$ cat src/rtl/spr_pkg.sv
// Constants and types for the shared divider and reset-status block
// Contract
// - One 8-bit counter serves as timer prescaler or watchdog postscaler.
// - Divider belongs to one user; the other user runs undivided.
// - Assign bit and 3-bit ratio come from low four option bits.
// - Any timer count write clears the divider while timer owns it.
// - Watchdog clear zeroes watchdog and divider while watchdog owns it.
// - Software can neither read nor write the divider count.
// - Every reset zeroes all divider bits.
// - Watchdog wake gives both flags 0; awake time-out clears time-out, keeps power-down.
// - Master-clear wake 1/0, power-up 1/1, awake master clear unchanged.
// - Pin wake sets pin flag, comparator wake its flag; 1/0 flags.
// - Flags change only on a reset, wake, watchdog clear or sleep; awake master clear clears only pin and comparator flags.
// - Watchdog clear zeroes counter, owned divider, sets both flags.
// - Sleep zeroes watchdog and owned divider, sets time-out, clears power-down.
// - After sleep the instruction clock halts until wake or reset.
// - Assign bit 0 gives divider to timer, 1 to watchdog.
// - Top status bit set only for pin-change wake resets.
package spr_pkg;

	// ==========================================================
	// Register indexes, byte address is four times the index
	localparam logic [5:0] SPR_IDX_STATUS   = 6'h03;
	localparam logic [5:0] SPR_IDX_OPTION   = 6'h04;
	localparam logic [5:0] SPR_IDX_IRQ_STAT = 6'h05;
	localparam logic [5:0] SPR_IDX_IRQ_MASK = 6'h06;

	// ==========================================================
	// Field positions and reset values
	localparam int unsigned SPR_OPT_ASSIGN = 3;
	localparam int unsigned SPR_ST_PINWAKE = 7;
	localparam int unsigned SPR_ST_CMPWAKE = 6;
	localparam int unsigned SPR_ST_TIMEOUT = 4;
	localparam int unsigned SPR_ST_PWRDOWN = 3;
	localparam logic [7:0]  SPR_OPTION_RST = 8'hff;
	localparam logic [7:0]  SPR_ZERO8      = 8'h00;
	localparam logic [7:0]  SPR_FULL8      = 8'hff;

	// ==========================================================
	// Interrupt event bits
	localparam int unsigned SPR_NEV     = 3;
	localparam int unsigned SPR_EV_WDT  = 0;
	localparam int unsigned SPR_EV_WAKE = 1;
	localparam int unsigned SPR_EV_MASTER_CLEAR_PIN = 2;

	// ==========================================================
	// Types
	typedef enum logic [1:0] {
		SPR_RUN   = 2'b01,
		SPR_SLEEP = 2'b10
	} spr_pwr_t;

	typedef struct packed {
		logic timer_write;
		logic watchdog_clear_instr;
		logic sleep_instr;
		logic pin_change;
		logic cmp_change;
		logic master_clear_pin_n;
	} spr_core_t;

endpackage : spr_pkg

$ cat src/rtl/spr_top.sv
// Shared divider, watchdog counter and reset-cause flags with Wishbone
//
// Added by the designer: register access over Wishbone.
`timescale 1ns/1ps
module spr_top (
	input  wire logic              clock,
	input  wire logic              reset_n,
	input  wire logic              wb_cyc_i,
	input  wire logic              wb_stb_i,
	input  wire logic              wb_we_i,
	input  wire logic [7:0]        wb_adr_i,
	input  wire logic [3:0]        wb_sel_i,
	input  wire logic [31:0]       wb_dat_i,
	output logic      [31:0]       wb_dat_o,
	output logic                   wb_ack_o,
	input  wire spr_pkg::spr_core_t core,
	output logic                   timer_tick,
	output logic                   watchdog_reset,
	output logic                   osc_halted,
	output logic                   irq
);

	// ==========================================================
	// State
	spr_pkg::spr_pwr_t pwr_reg;
	logic [7:0]  div_reg;
	logic [7:0]  wdt_reg;
	logic [7:0]  option_reg;
	logic [7:0]  irq_mask_reg;
	logic [spr_pkg::SPR_NEV-1:0] irq_stat_reg;
	logic        to_reg;
	logic        pd_reg;
	logic        pw_reg;
	logic        cw_reg;
	logic        master_clear_pin_q_reg;
	logic        ack_reg;
	logic [31:0] dat_reg;
	logic        tick_reg;
	logic        wdrst_reg;
	logic        irq_reg;

	// ==========================================================
	// Decoded controls
	logic        assign_wd;
	logic [2:0]  ratio;
	logic [7:0]  mask_t;
	logic [7:0]  mask_w;
	logic        awake;
	logic        asleep;
	logic        hit_t;
	logic        hit_w;
	logic        wd_tick;
	logic        tick_next;
	logic        clr_ok;
	logic        slp_ok;
	logic        tw_ok;
	logic        master_clear_pin;
	logic        wdt_to;
	logic        rst_int;
	logic        wake;
	logic [spr_pkg::SPR_NEV-1:0] ev;

	// Option decode: assign bit and ratio field
	assign assign_wd = option_reg[spr_pkg::SPR_OPT_ASSIGN];
	assign ratio     = option_reg[2:0];

	// Power-of-two masks, timer 2..256 and watchdog 1..128
	assign mask_t = 8'((9'h002 << ratio) - 9'h001);
	assign mask_w = 8'((9'h001 << ratio) - 9'h001);
	assign hit_t  = &(div_reg | ~mask_t);
	assign hit_w  = &(div_reg | ~mask_w);

	// Instruction events only exist while the clock runs
	assign awake  = (pwr_reg == spr_pkg::SPR_RUN);
	assign asleep = (pwr_reg == spr_pkg::SPR_SLEEP);
	assign clr_ok = awake & core.watchdog_clear_instr;
	assign slp_ok = awake & core.sleep_instr;
	assign tw_ok  = awake & core.timer_write;
	assign master_clear_pin   = ~core.master_clear_pin_n;

	// Divider owner is divided, other user undivided
	assign tick_next = awake & (assign_wd | hit_t);
	assign wd_tick   = assign_wd ? hit_w : 1'b1;

	// Watchdog overflow, suppressed by a clear in the same cycle
	assign wdt_to  = wd_tick & (wdt_reg == spr_pkg::SPR_FULL8) &
		~clr_ok & ~slp_ok;
	assign rst_int = wdt_to | master_clear_pin;
	assign wake    = asleep & (wdt_to | master_clear_pin | core.pin_change |
		core.cmp_change);

	// ==========================================================
	// Shared 8-bit divider, no bus path to its count
	always_ff @(posedge clock or negedge reset_n) begin
		if (!reset_n) begin
			div_reg <= spr_pkg::SPR_ZERO8;
		end else if (rst_int) begin
			div_reg <= spr_pkg::SPR_ZERO8;
		end else if (!assign_wd && tw_ok) begin
			div_reg <= spr_pkg::SPR_ZERO8;
		end else if (assign_wd && (clr_ok || slp_ok)) begin
			div_reg <= spr_pkg::SPR_ZERO8;
		end else if (assign_wd || awake) begin
			div_reg <= div_reg + 8'h01;
		end
	end

	// Watchdog counter, runs on its own source also in sleep
	always_ff @(posedge clock or negedge reset_n) begin
		if (!reset_n) begin
			wdt_reg <= spr_pkg::SPR_ZERO8;
		end else if (rst_int || clr_ok || slp_ok) begin
			wdt_reg <= spr_pkg::SPR_ZERO8;
		end else if (wd_tick) begin
			wdt_reg <= wdt_reg + 8'h01;
		end
	end

	// Power state: sleep halts the instruction clock
	always_ff @(posedge clock or negedge reset_n) begin
		if (!reset_n) begin
			pwr_reg <= spr_pkg::SPR_RUN;
		end else begin
			case (pwr_reg)
				spr_pkg::SPR_RUN: begin
					if (slp_ok && !rst_int) begin
						pwr_reg <= spr_pkg::SPR_SLEEP;
					end
				end
				spr_pkg::SPR_SLEEP: begin
					if (wake) begin
						pwr_reg <= spr_pkg::SPR_RUN;
					end
				end
				default: pwr_reg <= spr_pkg::SPR_RUN;
			endcase
		end
	end

	// ==========================================================
	// Reset-cause flags, power-up gives time-out 1 power-down 1
	always_ff @(posedge clock or negedge reset_n) begin
		if (!reset_n) begin
			to_reg <= 1'b1;
			pd_reg <= 1'b1;
			pw_reg <= 1'b0;
			cw_reg <= 1'b0;
		end else if (wdt_to) begin
			to_reg <= 1'b0;
			if (asleep) begin
				pd_reg <= 1'b0;
			end
			pw_reg <= 1'b0;
			cw_reg <= 1'b0;
		end else if (master_clear_pin) begin
			if (asleep) begin
				to_reg <= 1'b1;
				pd_reg <= 1'b0;
			end
			pw_reg <= 1'b0;
			cw_reg <= 1'b0;
		end else if (asleep && core.pin_change) begin
			to_reg <= 1'b1;
			pd_reg <= 1'b0;
			pw_reg <= 1'b1;
			cw_reg <= 1'b0;
		end else if (asleep && core.cmp_change) begin
			to_reg <= 1'b1;
			pd_reg <= 1'b0;
			pw_reg <= 1'b0;
			cw_reg <= 1'b1;
		end else if (clr_ok) begin
			to_reg <= 1'b1;
			pd_reg <= 1'b1;
		end else if (slp_ok) begin
			to_reg <= 1'b1;
			pd_reg <= 1'b0;
		end
	end

	// Master clear edge for the event bit
	always_ff @(posedge clock or negedge reset_n) begin
		if (!reset_n) begin
			master_clear_pin_q_reg <= 1'b0;
		end else begin
			master_clear_pin_q_reg <= master_clear_pin;
		end
	end

	// ==========================================================
	// Wishbone slave, ack one cycle after the request
	logic       req;
	logic       hit_wr;
	logic       rd_stat;
	logic [5:0] idx;
	logic [7:0] rd_byte;

	assign req     = wb_cyc_i & wb_stb_i;
	assign idx     = wb_adr_i[7:2];
	assign hit_wr  = req & ack_reg & wb_we_i & wb_sel_i[0] &
		(wb_adr_i[1:0] == 2'b00);
	assign rd_stat = req & ack_reg & ~wb_we_i &
		(wb_adr_i[1:0] == 2'b00) & (idx == spr_pkg::SPR_IDX_IRQ_STAT);

	// Read mux, unmapped reads zero, divider not visible
	always_comb begin
		rd_byte = spr_pkg::SPR_ZERO8;
		if (wb_adr_i[1:0] == 2'b00) begin
			case (idx)
				spr_pkg::SPR_IDX_STATUS: begin
					rd_byte[spr_pkg::SPR_ST_PINWAKE] = pw_reg;
					rd_byte[spr_pkg::SPR_ST_CMPWAKE] = cw_reg;
					rd_byte[spr_pkg::SPR_ST_TIMEOUT] = to_reg;
					rd_byte[spr_pkg::SPR_ST_PWRDOWN] = pd_reg;
				end
				spr_pkg::SPR_IDX_OPTION:   rd_byte = option_reg;
				spr_pkg::SPR_IDX_IRQ_STAT:
					rd_byte = {5'h00, irq_stat_reg};
				spr_pkg::SPR_IDX_IRQ_MASK: rd_byte = irq_mask_reg;
				default:                   rd_byte = spr_pkg::SPR_ZERO8;
			endcase
		end
	end

	// Ack and read data
	always_ff @(posedge clock or negedge reset_n) begin
		if (!reset_n) begin
			ack_reg <= 1'b0;
			dat_reg <= 32'h0000_0000;
		end else begin
			ack_reg <= req & ~ack_reg;
			if (req && !ack_reg) begin
				dat_reg <= {24'h00_0000, rd_byte};
			end
		end
	end

	// Option and mask writes take effect at the ack edge
	always_ff @(posedge clock or negedge reset_n) begin
		if (!reset_n) begin
			option_reg   <= spr_pkg::SPR_OPTION_RST;
			irq_mask_reg <= spr_pkg::SPR_ZERO8;
		end else if (hit_wr) begin
			if (idx == spr_pkg::SPR_IDX_OPTION) begin
				option_reg <= wb_dat_i[7:0];
			end
			if (idx == spr_pkg::SPR_IDX_IRQ_MASK) begin
				irq_mask_reg <= wb_dat_i[7:0];
			end
		end
	end

	// ==========================================================
	// Sticky events, read clears, a new event wins
	assign ev[spr_pkg::SPR_EV_WDT]  = wdt_to;
	assign ev[spr_pkg::SPR_EV_WAKE] = wake;
	assign ev[spr_pkg::SPR_EV_MASTER_CLEAR_PIN] = master_clear_pin & ~master_clear_pin_q_reg;

	for (genvar i = 0; i < spr_pkg::SPR_NEV; i++) begin : g_irq
		always_ff @(posedge clock or negedge reset_n) begin
			if (!reset_n) begin
				irq_stat_reg[i] <= 1'b0;
			end else if (ev[i]) begin
				irq_stat_reg[i] <= 1'b1;
			end else if (rd_stat) begin
				irq_stat_reg[i] <= 1'b0;
			end
		end
	end

	// Registered outputs
	always_ff @(posedge clock or negedge reset_n) begin
		if (!reset_n) begin
			tick_reg  <= 1'b0;
			wdrst_reg <= 1'b0;
			irq_reg   <= 1'b0;
		end else begin
			tick_reg  <= tick_next;
			wdrst_reg <= wdt_to;
			irq_reg   <= |(irq_stat_reg & irq_mask_reg[2:0]);
		end
	end

	assign wb_ack_o       = ack_reg;
	assign wb_dat_o       = dat_reg;
	assign timer_tick     = tick_reg;
	assign watchdog_reset = wdrst_reg;
	assign osc_halted     = pwr_reg[1];
	assign irq            = irq_reg;
endmodule : spr_top

$ cat config.mk
export PLATFORM = sky130hd
export DESIGN_NAME = spr_top
export DESIGN_NICKNAME = d
export VERILOG_FILES = /design/src/rtl/spr_pkg.sv /design/src/rtl/spr_top.sv
export SDC_FILE = /design/constraint.sdc
export NUM_CORES = 1
export LEC_CHECK = 0
export ABC_AREA = 0
export BUFFER_PORTS_ARGS = -buffer_cell sky130_fd_sc_hd__buf_4
export CAP_MARGIN = 15
export CORE_ASPECT_RATIO = 1.25
export CORE_UTILIZATION = 25
export CTS_CLUSTER_DIAMETER = 30
export DETAILED_ROUTE_END_ITERATION = 10
export GPL_ROUTABILITY_DRIVEN = 0
export SLEW_MARGIN = 40
export SYNTH_ARGS = -nofsm -noshare
export SYNTH_HDL_FRONTEND = slang
export SYNTH_SLANG_ARGS = --single-unit
export TNS_END_PERCENT = 1
$ cat constraint.sdc
create_clock -name clock -period 2.8 [get_ports clock]
set_input_delay 0.56 -clock clock [delete_from_list [all_inputs] [get_ports clock]]
set_output_delay 0.56 -clock clock [all_outputs]
set_load 0.05 [all_outputs]
# [Word-level counts from Yosys, hierarchy flattened]
# Cells that the tools add are included.
[word_totals] out_inout_bits=37 register_bits=54 input_bits=55
[classes] eq_ne=11 add_sub_neg=4 bitwise=33 shift=2 muxes=41 reduce_logical=27
[ops] operator="8-bit 2-to-1 mux" count=7
[ops] operator="1-bit 2-to-1 mux" count=27
[ops] operator="1-bit AND" count=18
[ops] operator="6-bit by 3-bit equality test with 1-bit output, second input constant" count=3
[ops] operator="8-bit by 1-bit adder with 8-bit output, second input constant" count=2
[ops] operator="8-bit NOT" count=2
[ops] operator="8-bit OR" count=2
[ops] operator="8-bit AND reduction" count=2
[ops] operator="8-bit by 1-bit subtractor with 8-bit output, second input constant" count=2
[ops] operator="2-bit one-hot mux with 3 select lines" count=2
[ops] operator="3-bit one-hot mux with 3 select lines" count=1
[ops] operator="8-bit equality test, second input constant" count=1
[ops] operator="2-bit AND reduction" count=4
[ops] operator="2-bit nonzero test" count=4
[ops] operator="1-bit by 3-bit left shift with 8-bit output, first input constant" count=1
[ops] operator="2-bit by 3-bit left shift with 8-bit output, first input constant" count=1
[ops] operator="6-bit by 2-bit equality test with 1-bit output, second input constant" count=1
[ops] operator="1-bit logical AND" count=6
[ops] operator="6-bit by 1-bit != test with 1-bit output, second input constant" count=1
[ops] operator="1-bit NOT" count=6
[ops] operator="1-bit logical OR" count=4
[ops] operator="2-bit 2-to-1 mux" count=2
[ops] operator="2-bit by 1-bit != test with 1-bit output, second input constant" count=2
[ops] operator="4-bit by 1-bit != test with 1-bit output, second input constant" count=1
[ops] operator="11 further kinds" count=16

# [Depth between registers and ports, before layout]
# Gate-level depths: netlist (run 1).
[depth] depth_word=15 ltp_mapped=7 ltp_nobuf=7

# [Worst setup path before layout (run 1)]
# OpenSTA, ideal clock, no wires.
[synth_path] kind="flip-flop to flip-flop" start="register pwr_reg[1]" end="register cw_reg" path_buffers=1 required_ns=2.660 setup_time_ns=0.140 t_arrival_ns=1.775 setup_slack_ns=0.885 path_stages_with_launch=8 synth_period_minus_slack_ns=1.915 path_cell_list="dfrtp_1 > nor2b_1 > buf_2 > a211oi_1 > nand2b_1 > or3_4 > inv_2 > a2111oi_2"
[synth_via] elab_chain_len=6 elab_cells_between_ends=14
[synth_lines] element="start, declared" line="spr_top.sv:25" text="spr_pkg::spr_pwr_t pwr_reg;"
[synth_lines] element="start signal, assigned" line="spr_top.sv:122" text="pwr_reg <= spr_pkg::SPR_RUN;"
[synth_lines] element="start signal, assigned" line="spr_top.sv:127" text="pwr_reg <= spr_pkg::SPR_SLEEP;"
[synth_lines] element="start signal, assigned" line="spr_top.sv:132" text="pwr_reg <= spr_pkg::SPR_RUN;"
[synth_lines] element="2-bit by 1-bit equality test with 1-bit output (*)" line="spr_top.sv:74" text="assign awake = (pwr_reg == spr_pkg::SPR_RUN);"
[synth_lines] element="1-bit AND" line="spr_top.sv:76" text="assign clr_ok = awake & core.watchdog_clear_instr;"
[synth_lines] element="1-bit NOT" line="spr_top.sv:87" text="~clr_ok & ~slp_ok;"
[synth_lines] element="1-bit AND" line="spr_top.sv:86" text="assign wdt_to = wd_tick & (wdt_reg == spr_pkg::SPR_FULL8) &"
[synth_lines] element="1-bit AND (*)" line="spr_top.sv:87"
[synth_lines] element="net ev, one bit" line="spr_top.sv:61" text="logic [spr_pkg::SPR_NEV-1:0] ev;"
[synth_lines] element="4-bit by 1-bit != test with 1-bit output (no source line) / 1-bit 2-to-1 mux (equally long branches)"
[synth_lines] element="end signal, assigned" line="spr_top.sv:147" text="cw_reg <= 1'b0;"
[synth_lines] element="end signal, assigned" line="spr_top.sv:154" text="cw_reg <= 1'b0;"
[synth_lines] element="end signal, assigned" line="spr_top.sv:161" text="cw_reg <= 1'b0;"
[synth_lines] element="end, declared" line="spr_top.sv:34" text="logic cw_reg;"
# The timed path passes the listed nets; every way through them passes the cells marked *.
# A chain may end at the register's enable or synchronous reset.

# [Worst setup path in the final report (run 1)]
[layout_path] start="register pwr_reg[0]" end="register cw_reg"
# The elaborated chain is that of the path after synthesis.

==> results of run 1 <==
## final cells by class
type / instances / area [sq um]
repair buffers: 42 / 315.3
flip-flops and latches: 54 / 1365
clock inverters: 2 / 37.54
fillers: 1207 / 8135
inverters: 11 / 41.29
multi-input cells: 231 / 1501
clock buffers: 6 / 128.9
well taps: 161 / 201.4
## cells by family (layout without fill, tap and decap cells)
family | Yosys count | count (layout) | share of synthesized area
and+or+nand+nor | 95 | 95 | 0.1632
AOI/OAI and AO/OA | 80 | 80 | 0.1875
DFF | 54 | 54 | 0.4486
buffers and inverters | 43 | 61 | 0.08634
muxes | 24 | 24 | 0.08758
xor gates and xnor gates | 6 | 6 | 0.01727
adders and majority gates | 2 | 2 | 0.008222
other | 1 | 24 | 0.001232
## Yosys cell counts (4+ instances only)
library cell   n  share of area
dfrtp_1       43           0.35
nand2_1       31          0.038
buf_4         24          0.059
mux2_2        20          0.074
o21ai_0       19          0.031
a21oi_1       18          0.030
nor2_1        17          0.021
nand3_1       12          0.020
dfstp_2       11          0.095
a22oi_1        8          0.020
inv_1          8         0.0099
nand2b_1       5          0.010
xor2_1         5          0.014
clkbuf_1       4         0.0049
o211ai_1       4         0.0099
o21ai_1        4         0.0066
## stage by stage
step,util,instances
after global routing,0.3062,507
after global placement,0.2920,499
after detailed placement,0.2920,499
after CTS,0.3062,507
after floorplan,-,328
final,0.3062,507
## power by group through the flow
stage | clock (mW) | combinational (mW) | sequential, mW
finish | 0.689 | 0.218 | 0.816
floorplan | 0 | 0.161 | 0.836
global route | 0.749 | 0.239 | 0.818
detailed placement | 0 | 0.219 | 0.830
global placement | 0 | 0.217 | 0.830
CTS | 0.712 | 0.220 | 0.816
## cell usage in the layout (no fill, tap or decap), types with 4 or more instances in the layout
| master | netlist | routed |
|---|---|---|
| dfrtp_1 | 43 | 43 |
| buf_4 | 24 | 42 |
| nand2_1 | 31 | 31 |
| conb_1 | 1 | 24 |
| mux2_2 | 20 | 20 |
| o21ai_0 | 19 | 19 |
| a21oi_1 | 18 | 18 |
| nor2_1 | 17 | 17 |
| nand3_1 | 12 | 12 |
| dfstp_2 | 11 | 11 |
| inv_1 | 8 | 8 |
| a22oi_1 | 8 | 8 |
| nand2b_1 | 5 | 5 |
| xor2_1 | 5 | 5 |
| clkbuf_16 | 0 | 5 |
| o211ai_1 | 4 | 4 |
| o21ai_1 | 4 | 4 |
## final timing paths
path                                   startpoint         endpoint  slack, ns  cells after the start
max reg2reg                            pwr_reg[0]           cw_reg       0.74                      6
max                                    pwr_reg[0]           cw_reg       0.74                      6
min reg2reg                master_clear_pin_q_reg  irq_stat_reg[2]       0.43                      1
min                                       reset_n  irq_mask_reg[7]       0.30                      1
max in group asynchronous                 reset_n       wdt_reg[1]       2.05                      1
min in group clock         master_clear_pin_q_reg  irq_stat_reg[2]       0.43                      1
## worst max-delay path: stages (launching register included)
cell	delay, ns
dfstp_2	0.54
nor2b_1	0.49
and2_1	0.25
nand2b_1	0.18
or3_4	0.16
inv_2	0.05
a2111oi_2	0.27
## routing by layer
| layer | up-vias | part of all wire | wire, um |
|---|---|---|---|
| li1 | 1135 | - | - |
| met1 | 1153 | 0.42 | 2855 |
| met2 | 84 | 0.52 | 3552 |
| met3 | 9 | 0.052 | 359 |
| met4 | 0 | 0.011 | 74 |
| met5 | - | 0 | 0 |
==> run summary, run 1 <==
status: completed
Max Buffers Root-to-Sink: 2
area grow syn2layout: 18.01%
busiest layer in global routing: met2
Final setup viols: 0
EDFF count, synth: 0
core area: 11730 sq um
CTS Hold Buffers Added: 0
critical path type: flip-flop to flip-flop
max_cap viols: 0
ANT cells: 0
Final Cell Area: 3591 sq um
Port Buffers: 40
Achievable Freq: 484.5 MHz
routed vias/inst: 4.696
Vias: 2381
Fin. Hold Viols: 0
met1 Use GR: 0.1395
Switching Share: 0.2575
Clock Power Share: 0.400
clock sinks: 54
total wire length: 6842 um
share of post-route cells with drive strength above 1: 0.2803
CP Max Fanout: 9
synth unique cells: 62
FP Rows: 44
# DRC: 0
Req. time, crit path: 2.98 ns
Flop pwr share: 0.474
vias in the first global route: 2374
HPWL after DPL: 5080 um
startpoint class of the critical path: flip-flop
Hold Path Class: input port to async pin
Seq/Total Area, Yosys: 0.4486
hold slack final: 0.3049 ns
Root Driver: clkbuf_16
GRT met3 Usage: 0.02404
Syn Std Cell Area: 3043 sq um
I/O Pins: 92
CTS buffer count: 5
Setup Skew: 0.003169 ns
H-Tree Depth: 2
Clock Latency Late Sink: 0.29 ns
flops & latches, synth: 54
fin crit period: 2.064 ns
post_cts resized: 0
CTS clk-pin slew, worst paths: 0.07 ns
Max VDD drop: 0.2031 mV
Final WS setup: 0.7359 ns
initial antenna violation count: 0
TNS Setup: 0 ns
area post-placement: 3425 sq um
Net Switching: 0.4436 mW
Die Wd: 100.7 um
Slew Viols, Final: 0
crit path DAT: 2.24 ns
Final period util: 0.7372
Placement Setup Slack: 0.6183 ns
Global Route Usage Sum: 0.1150
Gate power share: 0.126
DR WL/cell: 13.50 um
Detailed Routing Iterations Pass 1: 4
first-pass GRT wire length: 11530 um
starting density of the core: 0.2595
PD cells: 479.7 nW/um^2
DR iter-0 viols: 173
Die ar.: 12620 sq um
Syn Inst Count: 305
worst slew pin tran: 0.7340 ns
CTS tree: done
RSZ-0062 raised after global routing: false
Internal Power: 1.279 mW
number of nets with antenna violations after routing: 0
FFs w/ async S/R, synth: 1.000
# Post-CTS Setup Buffers: 0
global routing usage on met2: 0.2031
Die Y-Extent: 125.3 um
largest net degree at the start of global routing: 55
Leakage: 1.574 nW
grt ovf: 0
synth warn: 0
CP Capture Type: flip-flop
ys flop type: dfrtp_1
syn_area_per_cell: 9.977 sq um
final net count: 402
Slew headroom: 0.5098
total power: 1.723 mW
Note: power is estimated with default switching activity, not from simulation.
==> inputs of run 2 (changes only) <==
- ABC_AREA: 0 -> 1
- clock period: 2.8 -> 1.85 ns (I/O delays scaled with it)
==> run 2 against run 1 <==
Effect of this change:
- sequential power increased by 51%
- combinational power increased by 60%
- first-iteration DRC count decreased by 12%
- clock skew increased by 0.0027 ns
- critical path type unchanged
- largest cell class unchanged
- highest routed layer unchanged
==> run summary, run 2 <==
synth warn: 0 (unchanged)
most frequent cells in the layout: 99 x nand2_1, 56 x buf_4, 43 x dfrtp_1
status: completed
Root Driver: clkbuf_16
Placement Setup Slack: 0.05099 ns (-0.5673 ns)
PD cells: 682.6 nW/um^2 (+42%)
total wire length: 6835 um (-0.10%)
ANT cells: 0 (unchanged)
Clock Latency Late Sink: 0.29 ns (about the same)
syn_area_per_cell: 7.862 sq um (-21%)
Syn Std Cell Area: 3050 sq um (+0.25%)
Worst R2R End: div_reg[6]
Slew headroom: 0.5417 (+0.03197)
Clock Power Share: 0.372 (-0.028)
starting density of the core: 0.2601 (+0.0006403)
Die ar.: 12650 sq um (+0.25%)
Final WS setup: 0.1182 ns (-0.6178 ns)
area post-placement: 3511 sq um (+2.5%)
Die Y-Extent: 125.5 um (+0.12%)
share of post-route cells with drive strength above 1: 0.2144 (-0.06590)
Seq/Total Area, Yosys: 0.4475 (-0.001104)
Switching Share: 0.2824 (+0.02491)
critical path type: flip-flop to flip-flop
flip-flop and latch area: 1365 sq um (unchanged)
FP Rows: 44 (unchanged)
number of nets with antenna violations after routing: 0 (unchanged)
Die Wd: 100.8 um (+0.12%)
Fin. Hold Viols: 0 (unchanged)
R2R setup slack: 0.12 ns (-0.62 ns)
area grow syn2layout: 20.63%
Finished Core Util: 0.3138 (+0.007576)
Global Route Usage Sum: 0.1136 (-0.001370)
Gate power share: 0.138 (+0.012)
CTS buffer count: 5 (unchanged)
DR iter-0 viols: 152 (-12%)
most common cell after layout, fill and taps aside: nand2_1
synth unique cells: 39 (-37%)
Req. time, crit path: 2.06 ns (-0.92 ns)
Synth area leaders: dfrtp_1 35%, nand2_1 12%, dfstp_2 9.5%, buf_4 6.2%, inv_1 5.2%
CTS Hold Buffers Added: 0 (unchanged)
TNS Setup: 0 ns (unchanged)
vias in the first global route: 2557 (+7.7%)
H-Tree Depth: 2 (unchanged)
FFs w/ async S/R, synth: 1.000 (unchanged)
Setup Skew: 0.005890 ns (+0.002722 ns)
largest net degree at the start of global routing: 55 (unchanged)
flops & latches, synth: 54 (unchanged)
Final setup viols: 0 (unchanged)
CTS clk-pin slew, worst paths: 0.07 ns (about the same)
Leakage: 1.823 nW (+16%)
most numerous cell in the Yosys netlist: nand2_1
fillers: 1228 (+1.7%)
post-synth top area share: 0.3527 (-0.0008703)
Flop pwr share: 0.489 (+0.015)
CP Capture Type: flip-flop
HPWL after DPL: 5287 um (+4.1%)
CP Capture Point: div_reg[6]
reg2reg path depth: 9 (+3)
Slew Viols, Final: 0 (unchanged)
worst r2r src: option_reg[2]
Vias: 2609 (+9.6%)
core area: 11730 sq um (unchanged)
I/O Pins: 92 (unchanged)
ys flop type: dfrtp_1
worst slew pin tran: 0.6874 ns (-0.04654 ns)
Final period util: 0.9361 (+0.1990)
startpoint class of the critical path: flip-flop
max_cap viols: 0 (unchanged)
routed vias/inst: 4.320 (-8.0%)
first-pass GRT wire length: 11430 um (-0.83%)
EDFF count, synth: 0 (unchanged)
critical path launch point: option_reg[2]
crit path DAT: 1.94 ns (-0.30 ns)
Synth top cells by count: 100 x nand2_1, 43 x dfrtp_1, 42 x inv_1, 30 x nor2_1, 29 x o21ai_0
Hold Path Class: input port to async pin
Synth area leader: dfrtp_1
Max VDD drop: 0.3030 mV (+49%)
initial antenna violation count: 0 (unchanged)
fin crit period: 1.732 ns (-0.3322 ns)
# DRC: 0 (unchanged)
grt ovf: 0 (unchanged)
clock sinks: 54 (unchanged)
footprint of the multi-input gates: 1371 sq um (-8.7%)
Net Switching: 0.7094 mW (+60%)
Internal Power: 1.802 mW (+41%)
Final Cell Area: 3680 sq um (+2.5%)
Max Buffers Root-to-Sink: 2 (unchanged)
DR WL/cell: 11.32 um (-16%)
Port Buffers: 40 (unchanged)
CP Max Fanout: 13 (+4)
Syn Inst Count: 388 (+27%)
Achievable Freq: 577.4 MHz (+19%)
Detailed Routing Iterations Pass 1: 4 (unchanged)
CTS tree: done
final net count: 499 (+24%)
run 2: through the flow:
stage                     instances  total power [mW]  hold WS, ns
final                           604             2.512       0.1129
after global routing            604             2.619       0.1739
after CTS                       602             2.535       0.1458
after detailed placement        594             1.597       0.4151
after global placement          594             1.592       0.4190
after floorplan                 411             1.515      0.07441
run 2: how the worst min path moves through the flow:
stage / start / endpoint / depth (start not counted)
final: reset_n / wb_dat_o[7] / 1
after global routing: reset_n / wb_dat_o[5] / 1
after CTS: reset_n / wb_dat_o[7] / 1
after detailed placement: master_clear_pin_q_reg / irq_stat_reg[2] / 1
after global placement: master_clear_pin_q_reg / irq_stat_reg[2] / 1
after floorplan: reset_n / cw_reg / 0
run 2: metal layers:
| metal | GRT usage | vias up | part of all wire |
|---|---|---|---|
| li1 | - | 1325 | - |
| met1 | 0.1301 | 1213 | 0.44 |
| met2 | 0.2043 | 67 | 0.50 |
| met3 | 0.02963 | 4 | 0.053 |
| met4 | 0.03410 | 0 | 0.0078 |
| met5 | 0 | - | 0 |
run 2: logic make-up after synthesis:
group | share of synthesized area
flip-flops | 0.4475
AO/OA/AOI/OAI | 0.1017
XOR/XNOR | 0.02297
buffers and inverters | 0.1337
AND/OR/NAND/NOR | 0.2847
other | 0.001229
adder cells (fa/ha/maj) | 0.008202
run 2: layout make-up:
| class | count | share of cell area |
|---|---|---|
| Multi-Input combinational cell | 279 | 0.3727 |
| Sequential cell | 54 | 0.3710 |
| Timing Repair Buffer | 56 | 0.1142 |
| Tap cell | 161 | 0.05474 |
| Inverter | 46 | 0.04760 |
| Clock buffer | 5 | 0.03400 |
| Clock inverter | 3 | 0.005780 |
run 2: worst max-delay path, cell delays in order (launching register included):
cell      delay [ns]
dfstp_2         0.63
clkinv_2        0.09
nand2_1         0.11
nand3b_1        0.08
nand2_1         0.13
o21bai_4        0.10
nand3_4         0.16
buf_4           0.18
nand4_1         0.08
o21ai_1         0.11
run 2: power by group through the flow:
| stage | Combinational, mW | Clock, mW | Sequential (mW) |
|---|---|---|---|
| detailed placement | 0.347 | 0 | 1.25 |
| finish | 0.348 | 0.935 | 1.23 |
| CTS | 0.349 | 0.957 | 1.23 |
| floorplan | 0.253 | 0 | 1.26 |
| global route | 0.382 | 1.01 | 1.23 |
| global placement | 0.342 | 0 | 1.25 |
run 2: timing repair:
action                                  in CTS  in global routing
endpoints found under the setup margin       0                 14
setup buffers                                0                  2
resized for setup                            0                  3
endpoints found under the hold margin        0                  0
